===== src/aiorb_pkg.sv =====
package aiorb_pkg;

  // Register spaces
  localparam logic SPACE_INPUT = 1'b0;
  localparam logic SPACE_HOLDING = 1'b1;

  // Input register offsets (read-only space)
  localparam logic [15:0] IREG_IN1_SCALED = 16'h0007;
  localparam logic [15:0] IREG_IN2_SCALED = 16'h0008;
  localparam logic [15:0] IREG_IN3_SCALED = 16'h0009;
  localparam logic [15:0] IREG_IN0_RAW = 16'h000a;
  localparam logic [15:0] IREG_IN1_RAW = 16'h000b;
  localparam logic [15:0] IREG_IN2_RAW = 16'h000c;
  localparam logic [15:0] IREG_IN3_RAW = 16'h000d;
  localparam logic [15:0] IREG_OUT0_RANGE = 16'h000e;
  localparam logic [15:0] IREG_OUT1_RANGE = 16'h000f;
  localparam logic [15:0] IREG_OUT0_COUNT = 16'h0010;
  localparam logic [15:0] IREG_OUT1_COUNT = 16'h0011;

  // Holding register offsets (read/write space)
  localparam logic [15:0] HREG_IN_RANGE = 16'h0000;
  localparam logic [15:0] HREG_OUT0_RANGE = 16'h0001;
  localparam logic [15:0] HREG_OUT1_RANGE = 16'h0002;
  localparam logic [15:0] HREG_OUT0_WDOG = 16'h0003;
  localparam logic [15:0] HREG_OUT1_WDOG = 16'h0004;

  // Field layout and values after reset
  localparam int RANGE_LSB = 0;
  localparam int RANGE_W = 2;
  localparam logic [1:0] RANGE_RESET = 2'h0;
  localparam logic [15:0] WDOG_RESET = 16'h0000;

  // Watchdog period codes that disable the timer
  localparam logic [15:0] WDOG_OFF_LOW = 16'h0000;
  localparam logic [15:0] WDOG_OFF_HIGH = 16'hffff;

  // Scaled values and output levels
  localparam logic signed [15:0] SCALED_FULL = 16'sh4e20;
  localparam logic [15:0] LEVEL_MAX = 16'h4e20;
  localparam logic [15:0] LEVEL_KEEP = 16'h7fff;

  // Timing: one watchdog unit is one second
  localparam longint CLK_PERIOD_NS = 100;
  localparam longint WDOG_UNIT_NS = 1000000000;
  localparam int WDOG_TICK_CYCLES = int'(WDOG_UNIT_NS / CLK_PERIOD_NS);

endpackage


===== src/aiorb_wdog.sv =====
`timescale 1ns/1ps
module aiorb_wdog
  import aiorb_pkg::*;
#(
  parameter int unsigned TICK_CYCLES = aiorb_pkg::WDOG_TICK_CYCLES
) (
  // Clock and reset
  input wire logic clk_in,
  input wire logic rst_n_in,
  // Control
  input wire logic [15:0] period_in,
  input wire logic restart_in,
  // Status
  output logic timeout_out,
  output logic expire_out
);

  logic [31:0] tick_r;
  logic [15:0] sec_r;
  logic timeout_r;
  logic expire_r;

  wire enabled = (period_in != WDOG_OFF_LOW) && (period_in != WDOG_OFF_HIGH);
  wire sec_tick = (tick_r == 32'(TICK_CYCLES - 1));
  wire last_sec = (sec_r == period_in - 16'h0001);
  wire running = enabled && !timeout_r && !restart_in;
  wire expire_nxt = running && sec_tick && last_sec;
  wire [31:0] tick_nxt = (!running || sec_tick) ? 32'h0 : tick_r + 32'h1;
  wire [15:0] sec_nxt = (!running || expire_nxt) ? 16'h0 :
                        (sec_tick ? sec_r + 16'h0001 : sec_r);
  // A value write restarts the count and clears the flag; it cannot race
  // an expiry because the restart already stops the countdown.
  wire timeout_nxt = restart_in ? 1'b0 : (timeout_r | expire_nxt);

  always_ff @(posedge clk_in) begin
    if (!rst_n_in) begin
      tick_r <= 32'h0;
      sec_r <= 16'h0;
      timeout_r <= 1'b0;
      expire_r <= 1'b0;
    end else begin
      tick_r <= tick_nxt;
      sec_r <= sec_nxt;
      timeout_r <= timeout_nxt;
      expire_r <= expire_nxt;
    end
  end

  assign timeout_out = timeout_r;
  assign expire_out = expire_r;
endmodule


===== src/aiorb_top.sv =====
`timescale 1ns/1ps
module aiorb_top
  import aiorb_pkg::*;
#(
  parameter int unsigned TICK_CYCLES = aiorb_pkg::WDOG_TICK_CYCLES
) (
  // Clock and reset
  input wire logic MCLK_IN,
  input wire logic RESET_N_IN,
  // Register access port
  input wire logic REG_SPACE_IN,
  input wire logic [15:0] REG_ADDR_IN,
  input wire logic REG_RD_IN,
  input wire logic REG_WR_IN,
  input wire logic [15:0] REG_WDATA_IN,
  output logic [15:0] REG_RDATA_OUT,
  output logic REG_ACK_OUT,
  output logic REG_ERR_OUT,
  // Converter data
  input wire logic [2:0][15:0] INPUT_SCALED_IN,
  input wire logic [3:0][15:0] INPUT_RAW_IN,
  input wire logic [1:0][15:0] OUTPUT_COUNT_IN,
  // Output value writes and timeout levels
  input wire logic [1:0] AO_VALUE_WRITE_IN,
  input wire logic [1:0][15:0] AO_TIMEOUT_LEVEL_IN,
  // Configuration and status
  output logic [1:0] INPUT_RANGE_OUT,
  output logic [1:0][1:0] OUTPUT_RANGE_OUT,
  output logic [1:0] WDOG_TIMEOUT_OUT,
  output logic [1:0] AO_FORCE_OUT,
  output logic [1:0][15:0] AO_FORCE_LEVEL_OUT
);

  function automatic logic [15:0] range_word(input logic [1:0] code);
    range_word = {14'h0, code};
  endfunction

  function automatic logic [15:0] clamp_scaled(input logic [15:0] raw);
    logic signed [15:0] v;
    v = $signed(raw);
    if (v > SCALED_FULL) begin
      clamp_scaled = SCALED_FULL;
    end else if (v < -SCALED_FULL) begin
      clamp_scaled = -SCALED_FULL;
    end else begin
      clamp_scaled = raw;
    end
  endfunction

  function automatic logic [15:0] clamp_level(input logic [15:0] lvl);
    if ($signed(lvl) < 0) begin
      clamp_level = 16'h0000;
    end else if (lvl > LEVEL_MAX) begin
      clamp_level = LEVEL_MAX;
    end else begin
      clamp_level = lvl;
    end
  endfunction

  // Configuration registers
  logic [1:0] in_range_r;
  logic [1:0] in_range_nxt;
  logic [1:0][1:0] out_range_r;
  logic [1:0][1:0] out_range_nxt;
  logic [1:0][15:0] wdog_period_r;
  logic [1:0][15:0] wdog_period_nxt;

  // Answer registers
  logic [15:0] rdata_r;
  logic [15:0] rdata_nxt;
  logic ack_r;
  logic err_r;
  logic err_nxt;

  // Watchdog outcome registers
  logic [1:0] force_r;
  logic [1:0][15:0] force_level_r;
  logic [1:0] wd_timeout;
  logic [1:0] wd_expire;

  // Decode
  logic rd_hit;
  logic [15:0] rd_val;
  wire is_hold = (REG_SPACE_IN == SPACE_HOLDING);
  wire both_req = REG_RD_IN && REG_WR_IN;
  wire wr_ok = REG_WR_IN && !REG_RD_IN && is_hold && rd_hit;
  wire wr_in_range = wr_ok && (REG_ADDR_IN == HREG_IN_RANGE);
  wire [1:0] wr_out_range;
  wire [1:0] wr_wdog;

  assign wr_out_range[0] = wr_ok && (REG_ADDR_IN == HREG_OUT0_RANGE);
  assign wr_out_range[1] = wr_ok && (REG_ADDR_IN == HREG_OUT1_RANGE);
  assign wr_wdog[0] = wr_ok && (REG_ADDR_IN == HREG_OUT0_WDOG);
  assign wr_wdog[1] = wr_ok && (REG_ADDR_IN == HREG_OUT1_WDOG);

  // Read mux; an address outside this block answers with an error
  always_comb begin
    rd_hit = 1'b1;
    rd_val = 16'h0000;
    if (is_hold) begin
      case (REG_ADDR_IN)
        HREG_IN_RANGE: rd_val = range_word(in_range_r);
        HREG_OUT0_RANGE: rd_val = range_word(out_range_r[0]);
        HREG_OUT1_RANGE: rd_val = range_word(out_range_r[1]);
        HREG_OUT0_WDOG: rd_val = wdog_period_r[0];
        HREG_OUT1_WDOG: rd_val = wdog_period_r[1];
        default: rd_hit = 1'b0;
      endcase
    end else begin
      case (REG_ADDR_IN)
        IREG_IN1_SCALED: rd_val = clamp_scaled(INPUT_SCALED_IN[0]);
        IREG_IN2_SCALED: rd_val = clamp_scaled(INPUT_SCALED_IN[1]);
        IREG_IN3_SCALED: rd_val = clamp_scaled(INPUT_SCALED_IN[2]);
        IREG_IN0_RAW: rd_val = INPUT_RAW_IN[0];
        IREG_IN1_RAW: rd_val = INPUT_RAW_IN[1];
        IREG_IN2_RAW: rd_val = INPUT_RAW_IN[2];
        IREG_IN3_RAW: rd_val = INPUT_RAW_IN[3];
        IREG_OUT0_RANGE: rd_val = range_word(out_range_r[0]);
        IREG_OUT1_RANGE: rd_val = range_word(out_range_r[1]);
        IREG_OUT0_COUNT: rd_val = OUTPUT_COUNT_IN[0];
        IREG_OUT1_COUNT: rd_val = OUTPUT_COUNT_IN[1];
        default: rd_hit = 1'b0;
      endcase
    end
  end

  // Input registers cannot be written; a write there is refused
  assign err_nxt = both_req || (REG_RD_IN && !rd_hit) ||
                   (REG_WR_IN && (!is_hold || !rd_hit));
  assign rdata_nxt = (REG_RD_IN && !err_nxt) ? rd_val : 16'h0000;

  // Only the two code bits are kept, so the upper bits can never read back
  assign in_range_nxt = wr_in_range ? REG_WDATA_IN[RANGE_LSB +: RANGE_W] :
                        in_range_r;

  genvar ch;
  generate
    for (ch = 0; ch < 2; ch++) begin : g_out
      assign out_range_nxt[ch] = wr_out_range[ch] ? REG_WDATA_IN[RANGE_LSB +: RANGE_W] :
                                 out_range_r[ch];
      assign wdog_period_nxt[ch] = wr_wdog[ch] ? REG_WDATA_IN : wdog_period_r[ch];

      // A new period starts counting from zero at once
      aiorb_wdog #(
        .TICK_CYCLES(TICK_CYCLES)
      ) u_wdog (
        .clk_in(MCLK_IN),
        .rst_n_in(RESET_N_IN),
        .period_in(wdog_period_r[ch]),
        .restart_in(AO_VALUE_WRITE_IN[ch] || wr_wdog[ch]),
        .timeout_out(wd_timeout[ch]),
        .expire_out(wd_expire[ch])
      );

      wire force_nxt = wd_expire[ch] && (AO_TIMEOUT_LEVEL_IN[ch] != LEVEL_KEEP);
      wire [15:0] level_nxt = force_nxt ? clamp_level(AO_TIMEOUT_LEVEL_IN[ch]) :
                              force_level_r[ch];

      always_ff @(posedge MCLK_IN) begin
        if (!RESET_N_IN) begin
          out_range_r[ch] <= RANGE_RESET;
          wdog_period_r[ch] <= WDOG_RESET;
          force_r[ch] <= 1'b0;
          force_level_r[ch] <= 16'h0000;
        end else begin
          out_range_r[ch] <= out_range_nxt[ch];
          wdog_period_r[ch] <= wdog_period_nxt[ch];
          force_r[ch] <= force_nxt;
          force_level_r[ch] <= level_nxt;
        end
      end
    end
  endgenerate

  always_ff @(posedge MCLK_IN) begin
    if (!RESET_N_IN) begin
      in_range_r <= RANGE_RESET;
      rdata_r <= 16'h0000;
      ack_r <= 1'b0;
      err_r <= 1'b0;
    end else begin
      in_range_r <= in_range_nxt;
      rdata_r <= rdata_nxt;
      ack_r <= REG_RD_IN || REG_WR_IN;
      err_r <= err_nxt;
    end
  end

  assign REG_RDATA_OUT = rdata_r;
  assign REG_ACK_OUT = ack_r;
  assign REG_ERR_OUT = err_r;
  assign INPUT_RANGE_OUT = in_range_r;
  assign OUTPUT_RANGE_OUT = out_range_r;
  assign WDOG_TIMEOUT_OUT = wd_timeout;
  assign AO_FORCE_OUT = force_r;
  assign AO_FORCE_LEVEL_OUT = force_level_r;

  // Request kinds are remembered for one cycle so the answer can be judged against them
  wire rd_scaled_req = REG_RD_IN && !is_hold &&
                       (REG_ADDR_IN >= IREG_IN1_SCALED) && (REG_ADDR_IN <= IREG_IN3_SCALED);
  wire rd_in_range_reg = (REG_ADDR_IN == IREG_OUT0_RANGE) || (REG_ADDR_IN == IREG_OUT1_RANGE);
  wire rd_range_req = REG_RD_IN && ((is_hold && (REG_ADDR_IN <= HREG_OUT1_RANGE)) ||
                                    (!is_hold && rd_in_range_reg));
  logic rd_scaled_r;
  logic rd_range_r;

  always_ff @(posedge MCLK_IN) begin
    if (!RESET_N_IN) begin
      rd_scaled_r <= 1'b0;
      rd_range_r <= 1'b0;
    end else begin
      rd_scaled_r <= rd_scaled_req;
      rd_range_r <= rd_range_req;
    end
  end

  wire ack_scaled = REG_ACK_OUT && !REG_ERR_OUT && rd_scaled_r;
  wire ack_range = REG_ACK_OUT && !REG_ERR_OUT && rd_range_r;
endmodule


===== config.mk =====
export PLATFORM = sky130hd
export DESIGN_NAME = aiorb_top
export DESIGN_NICKNAME = d
export VERILOG_FILES = /design/src/aiorb_pkg.sv /design/src/aiorb_wdog.sv /design/src/aiorb_top.sv
export SDC_FILE = /design/constraint.sdc
export NUM_CORES = 1
export LEC_CHECK = 0
export BUFFER_PORTS_ARGS = -buffer_cell sky130_fd_sc_hd__buf_2
export CAP_MARGIN = 15
export CORE_UTILIZATION = 45
export CTS_BUF_LIST = sky130_fd_sc_hd__clkbuf_4 sky130_fd_sc_hd__clkbuf_8 sky130_fd_sc_hd__clkbuf_16
export DETAILED_ROUTE_END_ITERATION = 8
export PLACE_DENSITY = 0.66
export SKIP_LAST_GASP = 1
export SYNTH_ARGS = -nofsm -noshare
export SYNTH_HDL_FRONTEND = slang
export SYNTH_SLANG_ARGS = --single-unit

===== constraint.sdc =====
create_clock -name MCLK_IN -period 3.9 [get_ports MCLK_IN]
set_input_delay 0.39 -clock MCLK_IN [delete_from_list [all_inputs] [get_ports MCLK_IN]]
set_output_delay 0.39 -clock MCLK_IN [all_outputs]
set_load 0.01 [all_outputs]

### After elaboration in Yosys (flattened, before gate mapping)

Index checks and enable logic that the tools add are counted.

* $add $sub $neg: 6
* magnitude comparators: 10
* equal/unequal tests: 23
* mux-type cells: 16
* bitwise operators: 3
* reductions and logical operators: 56

Operators with widths (count)
* two-way mux 16 bit: 11
* case mux 16 bit (11 select lines): 1
* == test 16 x 4 -> 1 bit (second input constant): 8
* case mux 16 bit (5 select lines): 1
* adder 32 x 1 -> 32 bit (second input constant): 2
* == test 32 x 24 -> 1 bit (second input constant): 2
* > comparator 16 bit (second input constant): 3
* less-than comparator 16 bit (second input constant): 3
* adder 16 x 1 -> 16 bit (second input constant): 2
* == test 16 bit: 2
* == test 16 x 2 -> 1 bit (second input constant): 2
* == test 16 x 3 -> 1 bit (second input constant): 2
* == test 16 x 5 -> 1 bit (second input constant): 2
* > comparator 16 x 15 -> 1 bit (second input constant): 2
* less-than comparator 16 x 1 -> 1 bit (second input constant): 2
* inequality test 16 x 15 -> 1 bit (second input constant): 2
* inequality test 16 bit (second input constant): 2
* nonzero test 16 bit: 2
* subtractor 16 x 1 -> 16 bit (second input constant): 2
* logical AND 1 bit: 24
* == test 16 x 1 -> 1 bit (second input constant): 1
* zero test 16 bit: 1
* OR reduction 2 bit: 6
* OR reduction 11 bit: 1
* 7 further kinds: 28

* bits in registers: 190
* bits of input ports: 215
* output and inout bits: 60
* logic and storage cells: 134

### Logic depth before layout (Yosys ltp)

Gate-level depths: netlist (run 1).

* depth in word-level cells: 13
* gate-level depth with buffers: 12
* mapped depth without buffers: 11

### By module

A second synthesis (run 1) with hierarchy kept.

* cell total of the unflattened synthesis: 1348
* area, all modules: 11355.9 um2

Modules (own cells, without submodules)
* aiorb_wdog: times used 2, cells each 347, area each 2976.6 um2
* aiorb_top: times used 1, cells each 654, area each 5402.7 um2

### Worst setup path after synthesis (run 1)

OpenSTA, ideal clock, no wires.

* path type: register -> register
* from: register wdog_period_r[16] in the netlist's numbering
* to: register g_out[1].u_wdog.sec_r[10]
* arrival time: 2907 ps
* setup slack: 861 ps
* cell stages (with the launch flop): 13
* period minus slack after synthesis: 3039 ps
* path through: dfxtp_1 -> clkbuf_1 -> inv_1 -> ha_1 -> or4b_1 -> buf_2 -> or4_1 -> a21oi_1 -> nor3_1 -> or3_1 -> nor4_4 -> buf_2 -> nor3_1

* word-level cells in the longest chain between the ends: 8

Ends and longest elaborated chain
* from (decl): RTL line aiorb_top.sv:65 `logic [1:0][15:0] wdog_period_r;`
* from (signal, indexed assignment): RTL line aiorb_top.sv:167 `wdog_period_r[ch] <= wdog_period_nxt[ch];`
* branches (longest 6 deep; another with subtractor 16 x 1 -> 16 bit)
* logical OR 1 bit *: RTL line aiorb_wdog.sv:29 `wire [15:0] sec_nxt = (!running || expire_nxt) ? 16'h0 :`
* OR reduction 2 bit (no line) *
* to (signal assigned): RTL line aiorb_wdog.sv:43 `sec_r <= sec_nxt;`
* to (decl): RTL line aiorb_wdog.sv:19 `logic [15:0] sec_r;`

Mark *: on every way between the ends.
A chain may end at the register's enable or synchronous reset.

### Worst setup path in the final report (run 1)

* from: register g_out[0].u_wdog.tick_r[7]
* to: register g_out[0].u_wdog.sec_r[6]

* word-level cells in the longest chain between the ends: 5

Ends and longest elaborated chain
* from (decl): RTL line aiorb_wdog.sv:18 `logic [31:0] tick_r;`
* from (signal assigned): RTL line aiorb_wdog.sv:42 `tick_r <= tick_nxt;`
* == test 32 x 24 -> 1 bit *: RTL line aiorb_wdog.sv:24 `wire sec_tick = (tick_r == 32'(TICK_CYCLES - 1));`
* logical AND 1 bit (2 in series): RTL line aiorb_wdog.sv:27 `wire expire_nxt = running && sec_tick && last_sec;`
* logical OR 1 bit: RTL line aiorb_wdog.sv:29
* OR reduction 2 bit (no line)
* to (signal assigned): RTL line aiorb_wdog.sv:43
* to (decl): RTL line aiorb_wdog.sv:19

Mark *: on every way between the ends. The rest lies on a longest branch, timed or not.

==> metrics.md, run 1 <==
| Metric | Value |
|---|---|
| Status | finished, final reports clean |
| Vias per cell | 5.725 |
| H-Tree Depth | 4 |
| Worst setup EP type | flop |
| Crit Reg-Reg Startpoint | g_out[0].u_wdog.tick_r[7]$_SDFF_PP0_ |
| Fin crit share | 0.8825 |
| Syn avg cell area | 8.031 sq um |
| RSZ-0062 raised after global routing | false |
| Design area | 13270 sq um |
| Leading area contributor after synthesis | dfxtp_1 |
| Post-Syn Instances | 1372 |
| Crit. Startpoint | g_out[0].u_wdog.tick_r[7]$_SDFF_PP0_ |
| Most frequent cell after synthesis | dfxtp_1 |
| Synth Register Bits | 188 |
| Worst setup path class | reg -> reg |
| Tmin final | 3.442 ns |
| Die extent in x | 158.5 um |
| Drt initial violations | 798 |
| Routed Wire Length | 34740 um |
| Area of the multi-input gates | 6833 sq um |
| Worst Hold Class | in -> reg |
| First-pass GRT wire length | 53570 um |
| Pwr dens | 292.3 nW/um^2 |
| Row count | 56 |
| RD Place Congestion | 0.9468 |
| Placed insts | 1908 |
| Area Growth Syn to Fin | 20.42% |
| Die ar. | 25110 sq um |
| I/O pins | 275 |
| Netlist cell types | 71 |
| Starting Density | 0.4639 |
| Largest net degree at the start of global routing | 75 |
| Port Buffers | 272 |
| Worst r2r dst | g_out[0].u_wdog.sec_r[6]$_SDFFE_PP0P_ |
| Total track usage | 0.2725 |
| TritonCTS clock tree | done |
| Clk buf depth | 2 |
| Worst path arrival time | 3.73 ns |
| Initial antenna violation count | 10 |
| Area contributors post-synth | dfxtp_1 (34%), xnor2_1 (5.5%), nor2_1 (4.8%) |
| Clock latency on the worst-skew pair | 0.43 ns |
| Vias post-DR | 11150 |
| Max-Cap Viols | 0 |
| Hold Vio Cnt, Final | 0 |
| Clock transition at path regs | 0.07 ns |
| Hold_ws | 0.2196 ns |
| Crit start category | flop |
| Clock skew | 0.01722 ns |
| Post-route ant nets | 0 |
| Drt wl/cell | 17.83 um |
| Final Non-Filler Cells | 1948 |
| Clock root cell | clkbuf_16 |
| Synth top cells by count | dfxtp_1 (188), nor2_1 (142), nand2_1 (140) |
| Post-synth EDFFs | 0 |
| Cell Area, Synth | 11020 sq um |
| Grt ovf | 0 |
| Worst setup endpoint | g_out[0].u_wdog.sec_r[6]$_SDFFE_PP0P_ |
| FFs w/ async S/R, synth | 0 |
| Leak pwr | 4.970 nW |
| Die height | 158.5 um |
| Number of remaining DRC errors | 0 |
| Core Area | 23750 sq um |
| Hold Buf Count CTS | 0 |
| Reg area | 3764 sq um |
| Reg2Reg Depth | 8 |
| Least-Margin Pin Slew | 1.025 ns |
| Share of layout cells above drive strength 1 | 0.2242 |
| Number of gates resized after CTS | 0 |
| Post-CTS Repair Setup Buffers | 0 |
| Final setup fails | 0 |
| Total negative slack | 0 ns |
| VDD IR max | 0.2300 mV |
| Crit-path max FO | 16 |
| Yosys warns | 0 |
| DRT Pass-1 Iters | 9 |
| Total CTS buffers | 17 |
| Fill cell count | 2293 |
| Worst EP required | 4.18 ns |
| Placed inst area | 12680 sq um |
| DP Wirelength | 26850 um |
| Max Freq | 290.6 MHz |
| CTS sink cnt | 188 |
| Layout Nets | 1834 |
| Register-to-register setup slack | 0.46 ns |
| Sequential fraction of the synthesis area | 0.3416 |
| Slew HR | 0.3114 |
| Post-synth top area share | 0.3416 |
| Final Max Tran Viols | 0 |
| Commonest register cell after synthesis | dfxtp_1 |
| Number of global-route vias before repair | 10230 |
state kept, by name, indices dropped and copies added (netlist names):
signal	flops
g_out.u_wdog.tick_r	64
g_out.u_wdog.sec_r	32
wdog_period_r	32
AO_FORCE_LEVEL_OUT	30
REG_RDATA_OUT	16
OUTPUT_RANGE_OUT	4
AO_FORCE_OUT	2
INPUT_RANGE_OUT	2
g_out.u_wdog.expire_out	2
g_out.u_wdog.timeout_out	2
REG_ACK_OUT	1
REG_ERR_OUT	1
where the power goes:
group	total (mW)	switching, mW	leakage [nW]	internal [mW]
registers	1.92	0.000336	1.51	1.92
logic	0.292	0.158	3.19	0.135
clock network	1.67	0.774	0.266	0.892
cell type report:
type | instances | area share
clock buffer | 17 | 0.03206
antenna | 10 | 0.001886
clock inverter | 13 | 0.01037
timing repair buffer | 299 | 0.1179
sequential | 188 | 0.2837
multi-input combinational | 1070 | 0.5150
inverter | 32 | 0.009053
tap | 319 | 0.03008
logic make-up after synthesis:
logic type                 Yosys count  synth area share
DFF                                188            0.3416
AOI/OAI and AO/OA                  250            0.1577
other                                1         0.0003404
muxes                               49           0.04656
and+or+nand+nor                    632            0.2985
xor gates and xnor gates           126            0.1002
buffers and inverters              115           0.04258
adders and majority gates           11           0.01249
through the flow:
step / total power [mW] / util / worst slack [ns]
final: 3.878 / 0.5586 / 0.4583
after floorplan: 2.080 / - / 0.8606
after global placement: 2.250 / 0.5338 / 0.6053
after global routing: 4.024 / 0.5586 / 0.3662
after CTS: 3.918 / 0.5575 / 0.6008
after detailed placement: 2.251 / 0.5338 / 0.5751
worst min-delay path by stage:
stage                                                     from                                   end  slack, ns  cells after the start
after floorplan           g_out[0].u_wdog.tick_r[0]$_SDFF_PP0_  g_out[0].u_wdog.tick_r[0]$_SDFF_PP0_       0.43                      1
after global placement    g_out[0].u_wdog.tick_r[0]$_SDFF_PP0_  g_out[0].u_wdog.tick_r[0]$_SDFF_PP0_       0.45                      1
after detailed placement  g_out[1].u_wdog.tick_r[0]$_SDFF_PP0_  g_out[1].u_wdog.tick_r[0]$_SDFF_PP0_       0.45                      1
after CTS                              AO_TIMEOUT_LEVEL_IN[15]   AO_FORCE_LEVEL_OUT[11]$_SDFFE_PN0P_       0.21                      2
after global routing                   AO_TIMEOUT_LEVEL_IN[15]   AO_FORCE_LEVEL_OUT[10]$_SDFFE_PN0P_       0.21                      2
final                                  AO_TIMEOUT_LEVEL_IN[15]    AO_FORCE_LEVEL_OUT[9]$_SDFFE_PN0P_       0.22                      2
critical path: stages, from the launching register on:
cell       delay, ns
dfxtp_1         0.37
or4_1           0.52
or4_1           0.56
nor4_4          0.17
buf_4           0.19
o211ai_1        0.12
a2111oi_0       0.58
and3_1          0.67
nor3_1          0.12
layer usage:
layer / wire length (um) / up-vias / global-route usage / share of wire
li1: - / 5445 / - / -
met1: 14120 / 5256 / 0.3234 / 0.41
met2: 17650 / 397 / 0.4689 / 0.51
met3: 1909 / 54 / 0.04600 / 0.055
met4: 1060 / 0 / 0.1451 / 0.031
met5: 0 / - / 0 / 0
cells in the final DEF, fill, tap and decap left out, drive strengths merged, types with 28 or more instances in the layout:
cell,count
buf,299
dfxtp,188
nor2,142
nand2,141
xnor2,69
nor3,63
nand3,58
xor2,57
nand4,46
o21ai,45
mux2i,40
a21boi,39
nor4,38
nor2b,37
inv,37
a21oi,31
a22oi,28
Note: power is estimated with default switching activity, not from simulation.
==> run 2: changes to the inputs <==
Settings changed: PLACE_DENSITY 0.66 to 0.7.
==> run 2 against run 1 <==
Global-route usage fell by 0.58 points. First-iteration DRC count rose by 21%. Routed wire length fell by 0.44%. Critical path depth fell by 1. Combinational power barely moved. Final cell count fell by 0.21%.
==> metrics.md, run 2 (synthesized netlist as in run 1, its figures left out) <==
| Metric | Value |
|---|---|
| Status | finished, final reports clean |
| DRT Pass-1 Iters | 7 (-2) |
| Largest net degree at the start of global routing | 75 (unchanged) |
| Total track usage | 0.2667 (-0.005776) |
| Hold Vio Cnt, Final | 0 (unchanged) |
| P_sw | 965.0 uW (+3.5%) |
| Pint | 2.944 mW (about the same) |
| Worst path arrival time | 3.58 ns (-0.15 ns) |
| Die ar. | 25110 sq um (unchanged) |
| Crit-path max FO | 16 (unchanged) |
| Number of remaining DRC errors | 0 (unchanged) |
| H-Tree Depth | 4 (unchanged) |
| Final Max Tran Viols | 0 (unchanged) |
| Least-Margin Pin Slew | 0.9703 ns (-0.05466 ns) |
| Initial antenna violation count | 6 (-4) |
| Die extent in x | 158.5 um (unchanged) |
| Most frequent CP cell | or4_1 |
| Register name with the most flops | g_out.u_wdog.tick_r |
| Number of gates resized after CTS | 0 (unchanged) |
| Worst setup path class | reg -> reg |
| Clock latency on the worst-skew pair | 0.43 ns (about the same) |
| Vias per cell | 5.707 (-0.32%) |
| Fin crit share | 0.8436 (-0.03885) |
| Final setup fails | 0 (unchanged) |
| Max reg flops | 64 (unchanged) |
| Share of layout cells above drive strength 1 | 0.2242 (unchanged) |
| Routed Wire Length | 34580 um (-0.44%) |
| RSZ-0062 raised after global routing | false |
| First-pass GRT wire length | 52100 um (-2.7%) |
| Number of global-route vias before repair | 10090 (-1.3%) |
| RD Place Congestion | 0.9265 (-2.1%) |
| I/O pins | 275 (unchanged) |
| Worst setup EP type | flop |
| Die height | 158.5 um (unchanged) |
| Total negative slack | 0 ns (unchanged) |
| Worst Hold Class | in -> reg |
| Leak pwr | 4.978 nW (+0.16%) |
| Layout Nets | 1832 (-0.11%) |
| Clk buf depth | 2 (unchanged) |
| Biggest regs | g_out.u_wdog.tick_r x64, g_out.u_wdog.sec_r x32, wdog_period_r x32 |
| Crit-path cells | or4_1, or4_1, nor4_4, o211ai_1, a2111oi_0, and3_1, nor3_1 |
| Clock skew | 0.01358 ns (-0.003645 ns) |
| CTS sink cnt | 188 (unchanged) |
| Logic gate share of total power | 0.075 (about the same) |
| Part of the power in registers | 0.491 (-0.004) |
| Clock root cell | clkbuf_16 |
| Buf+Inv Stages, Crit Path | 0 (-1) |
| Worst path slowest cell | and3_1 |
| Slew HR | 0.3496 (+0.03817) |
| Row count | 56 (unchanged) |
| Pwr dens | 294.8 nW/um^2 (+0.84%) |
| Port Buffers | 272 (unchanged) |
| Worst EP required | 4.19 ns (about the same) |
| Switching Share | 0.2469 (+0.006533) |
| Top cell family by delay on the critical path | simple AND/OR/NAND/NOR gates |
| Clock power frac | 0.434 (+0.004) |
| DP Wirelength | 27080 um (+0.87%) |
| Clock transition at path regs | 0.07 ns (about the same) |
| Area Growth Syn to Fin | 20.36% (about the same) |
| CP peak stage delay | 0.62 ns (-0.05 ns) |
| Vias post-DR | 11090 (-0.52%) |
| Core Area | 23750 sq um (unchanged) |
| Commonest non-fill, non-tap cell in the layout | buf_2 |
| Tmin final | 3.290 ns (-0.1515 ns) |
| Max Freq | 303.9 MHz (+4.6%) |
| Starting Density | 0.4639 (unchanged) |
| Post-route ant nets | 0 (unchanged) |
| Drt wl/cell | 17.79 um (-0.23%) |
| Hold Buf Count CTS | 0 (unchanged) |
| Final Power | 3.909 mW (+0.79%) |
| TritonCTS clock tree | done |
| Drt initial violations | 967 (+21%) |
| Most frequent cells in the layout | buf_2 (272), dfxtp_1 (188), nor2_1 (142) |
| VDD IR max | 0.2753 mV (+20%) |
| Post-CTS Repair Setup Buffers | 0 (unchanged) |
| Max-Cap Viols | 0 (unchanged) |
| Grt ovf | 0 (unchanged) |
| Total CTS buffers | 17 (unchanged) |
| Crit start category | flop |
==> run 2: cell types whose count changed in the layout (fill, tap and decap cells not counted), sizes merged <==
cell and delta:
diode -4, clkbuf +3, clkinvlp -3, buf -2, inv +2, bufinv -1
clkinv +1
==> run 2: final cells by class <==
class	instances	area (sq um)
fill	2266	10490
multi-input combinational	1070	6833
sequential	188	3764
timing repair buffer	297	1549
clock buffer	20	460.4
tap	319	399.1
clock inverter	12	121.4
inverter	32	120.1
antenna	6	15.01
==> run 2: power by group through the flow <==
| stage | clock [mW] | sequential (mW) | combinational (mW) |
|---|---|---|---|
| finish | 1.70 | 1.92 | 0.293 |
| CTS | 1.73 | 1.92 | 0.288 |
| global placement | 0 | 1.96 | 0.284 |
| global route | 1.82 | 1.92 | 0.316 |
| floorplan | 0 | 1.97 | 0.114 |
| detailed placement | 0 | 1.96 | 0.286 |
==> run 2: stage by stage <==
stage / setup WS [ns] / cell area, sq um / util / hold WS (ns) / std cells
2_1_floorplan: 0.8606 / 11020 / - / 0.4295 / 1373
3_3_place_gp: 0.6931 / 12660 / 0.5332 / 0.4439 / 1906
3_5_place_dp: 0.6206 / 12660 / 0.5332 / 0.4545 / 1906
4_1_cts: 0.6099 / 13250 / 0.5577 / 0.2084 / 1938
5_1_grt: 0.3359 / 13260 / 0.5583 / 0.2189 / 1944
6_report: 0.6098 / 13260 / 0.5583 / 0.2236 / 1944
==> run 2: worst paths after layout <==
check / slack [ns] / endpoint / cells past startpoint / start
worst max-delay path: 0.61 / g_out[0].u_wdog.sec_r[15]$_SDFFE_PP0P_ / 7 / g_out[0].u_wdog.tick_r[7]$_SDFF_PP0_
worst min-delay path: 0.22 / wdog_period_r[14]$_SDFFE_PN0P_ / 3 / REG_WDATA_IN[14]
worst min register to register: 0.47 / g_out[0].u_wdog.tick_r[0]$_SDFF_PP0_ / 1 / g_out[0].u_wdog.tick_r[0]$_SDFF_PP0_
worst max register to register: 0.61 / g_out[0].u_wdog.sec_r[15]$_SDFFE_PP0P_ / 7 / g_out[0].u_wdog.tick_r[7]$_SDFF_PP0_
==> run 2: layer usage <==
metal,track usage,share of wire,wire length (um),vias to the layer above
met3,0.05117,0.060,2084,72
met1,0.3150,0.41,14320,5170
met5,0,0,0,-
li1,-,-,-,5438
met2,0.4624,0.49,16940,414
met4,0.1282,0.036,1241,0
==> run 2: worst register-to-register path: stages (launching register included) <==
cell,delay (ns)
dfxtp_1,0.36
or4_1,0.52
or4_1,0.55
nor4_4,0.34
o211ai_1,0.21
a2111oi_0,0.44
and3_1,0.62
nor3_1,0.11
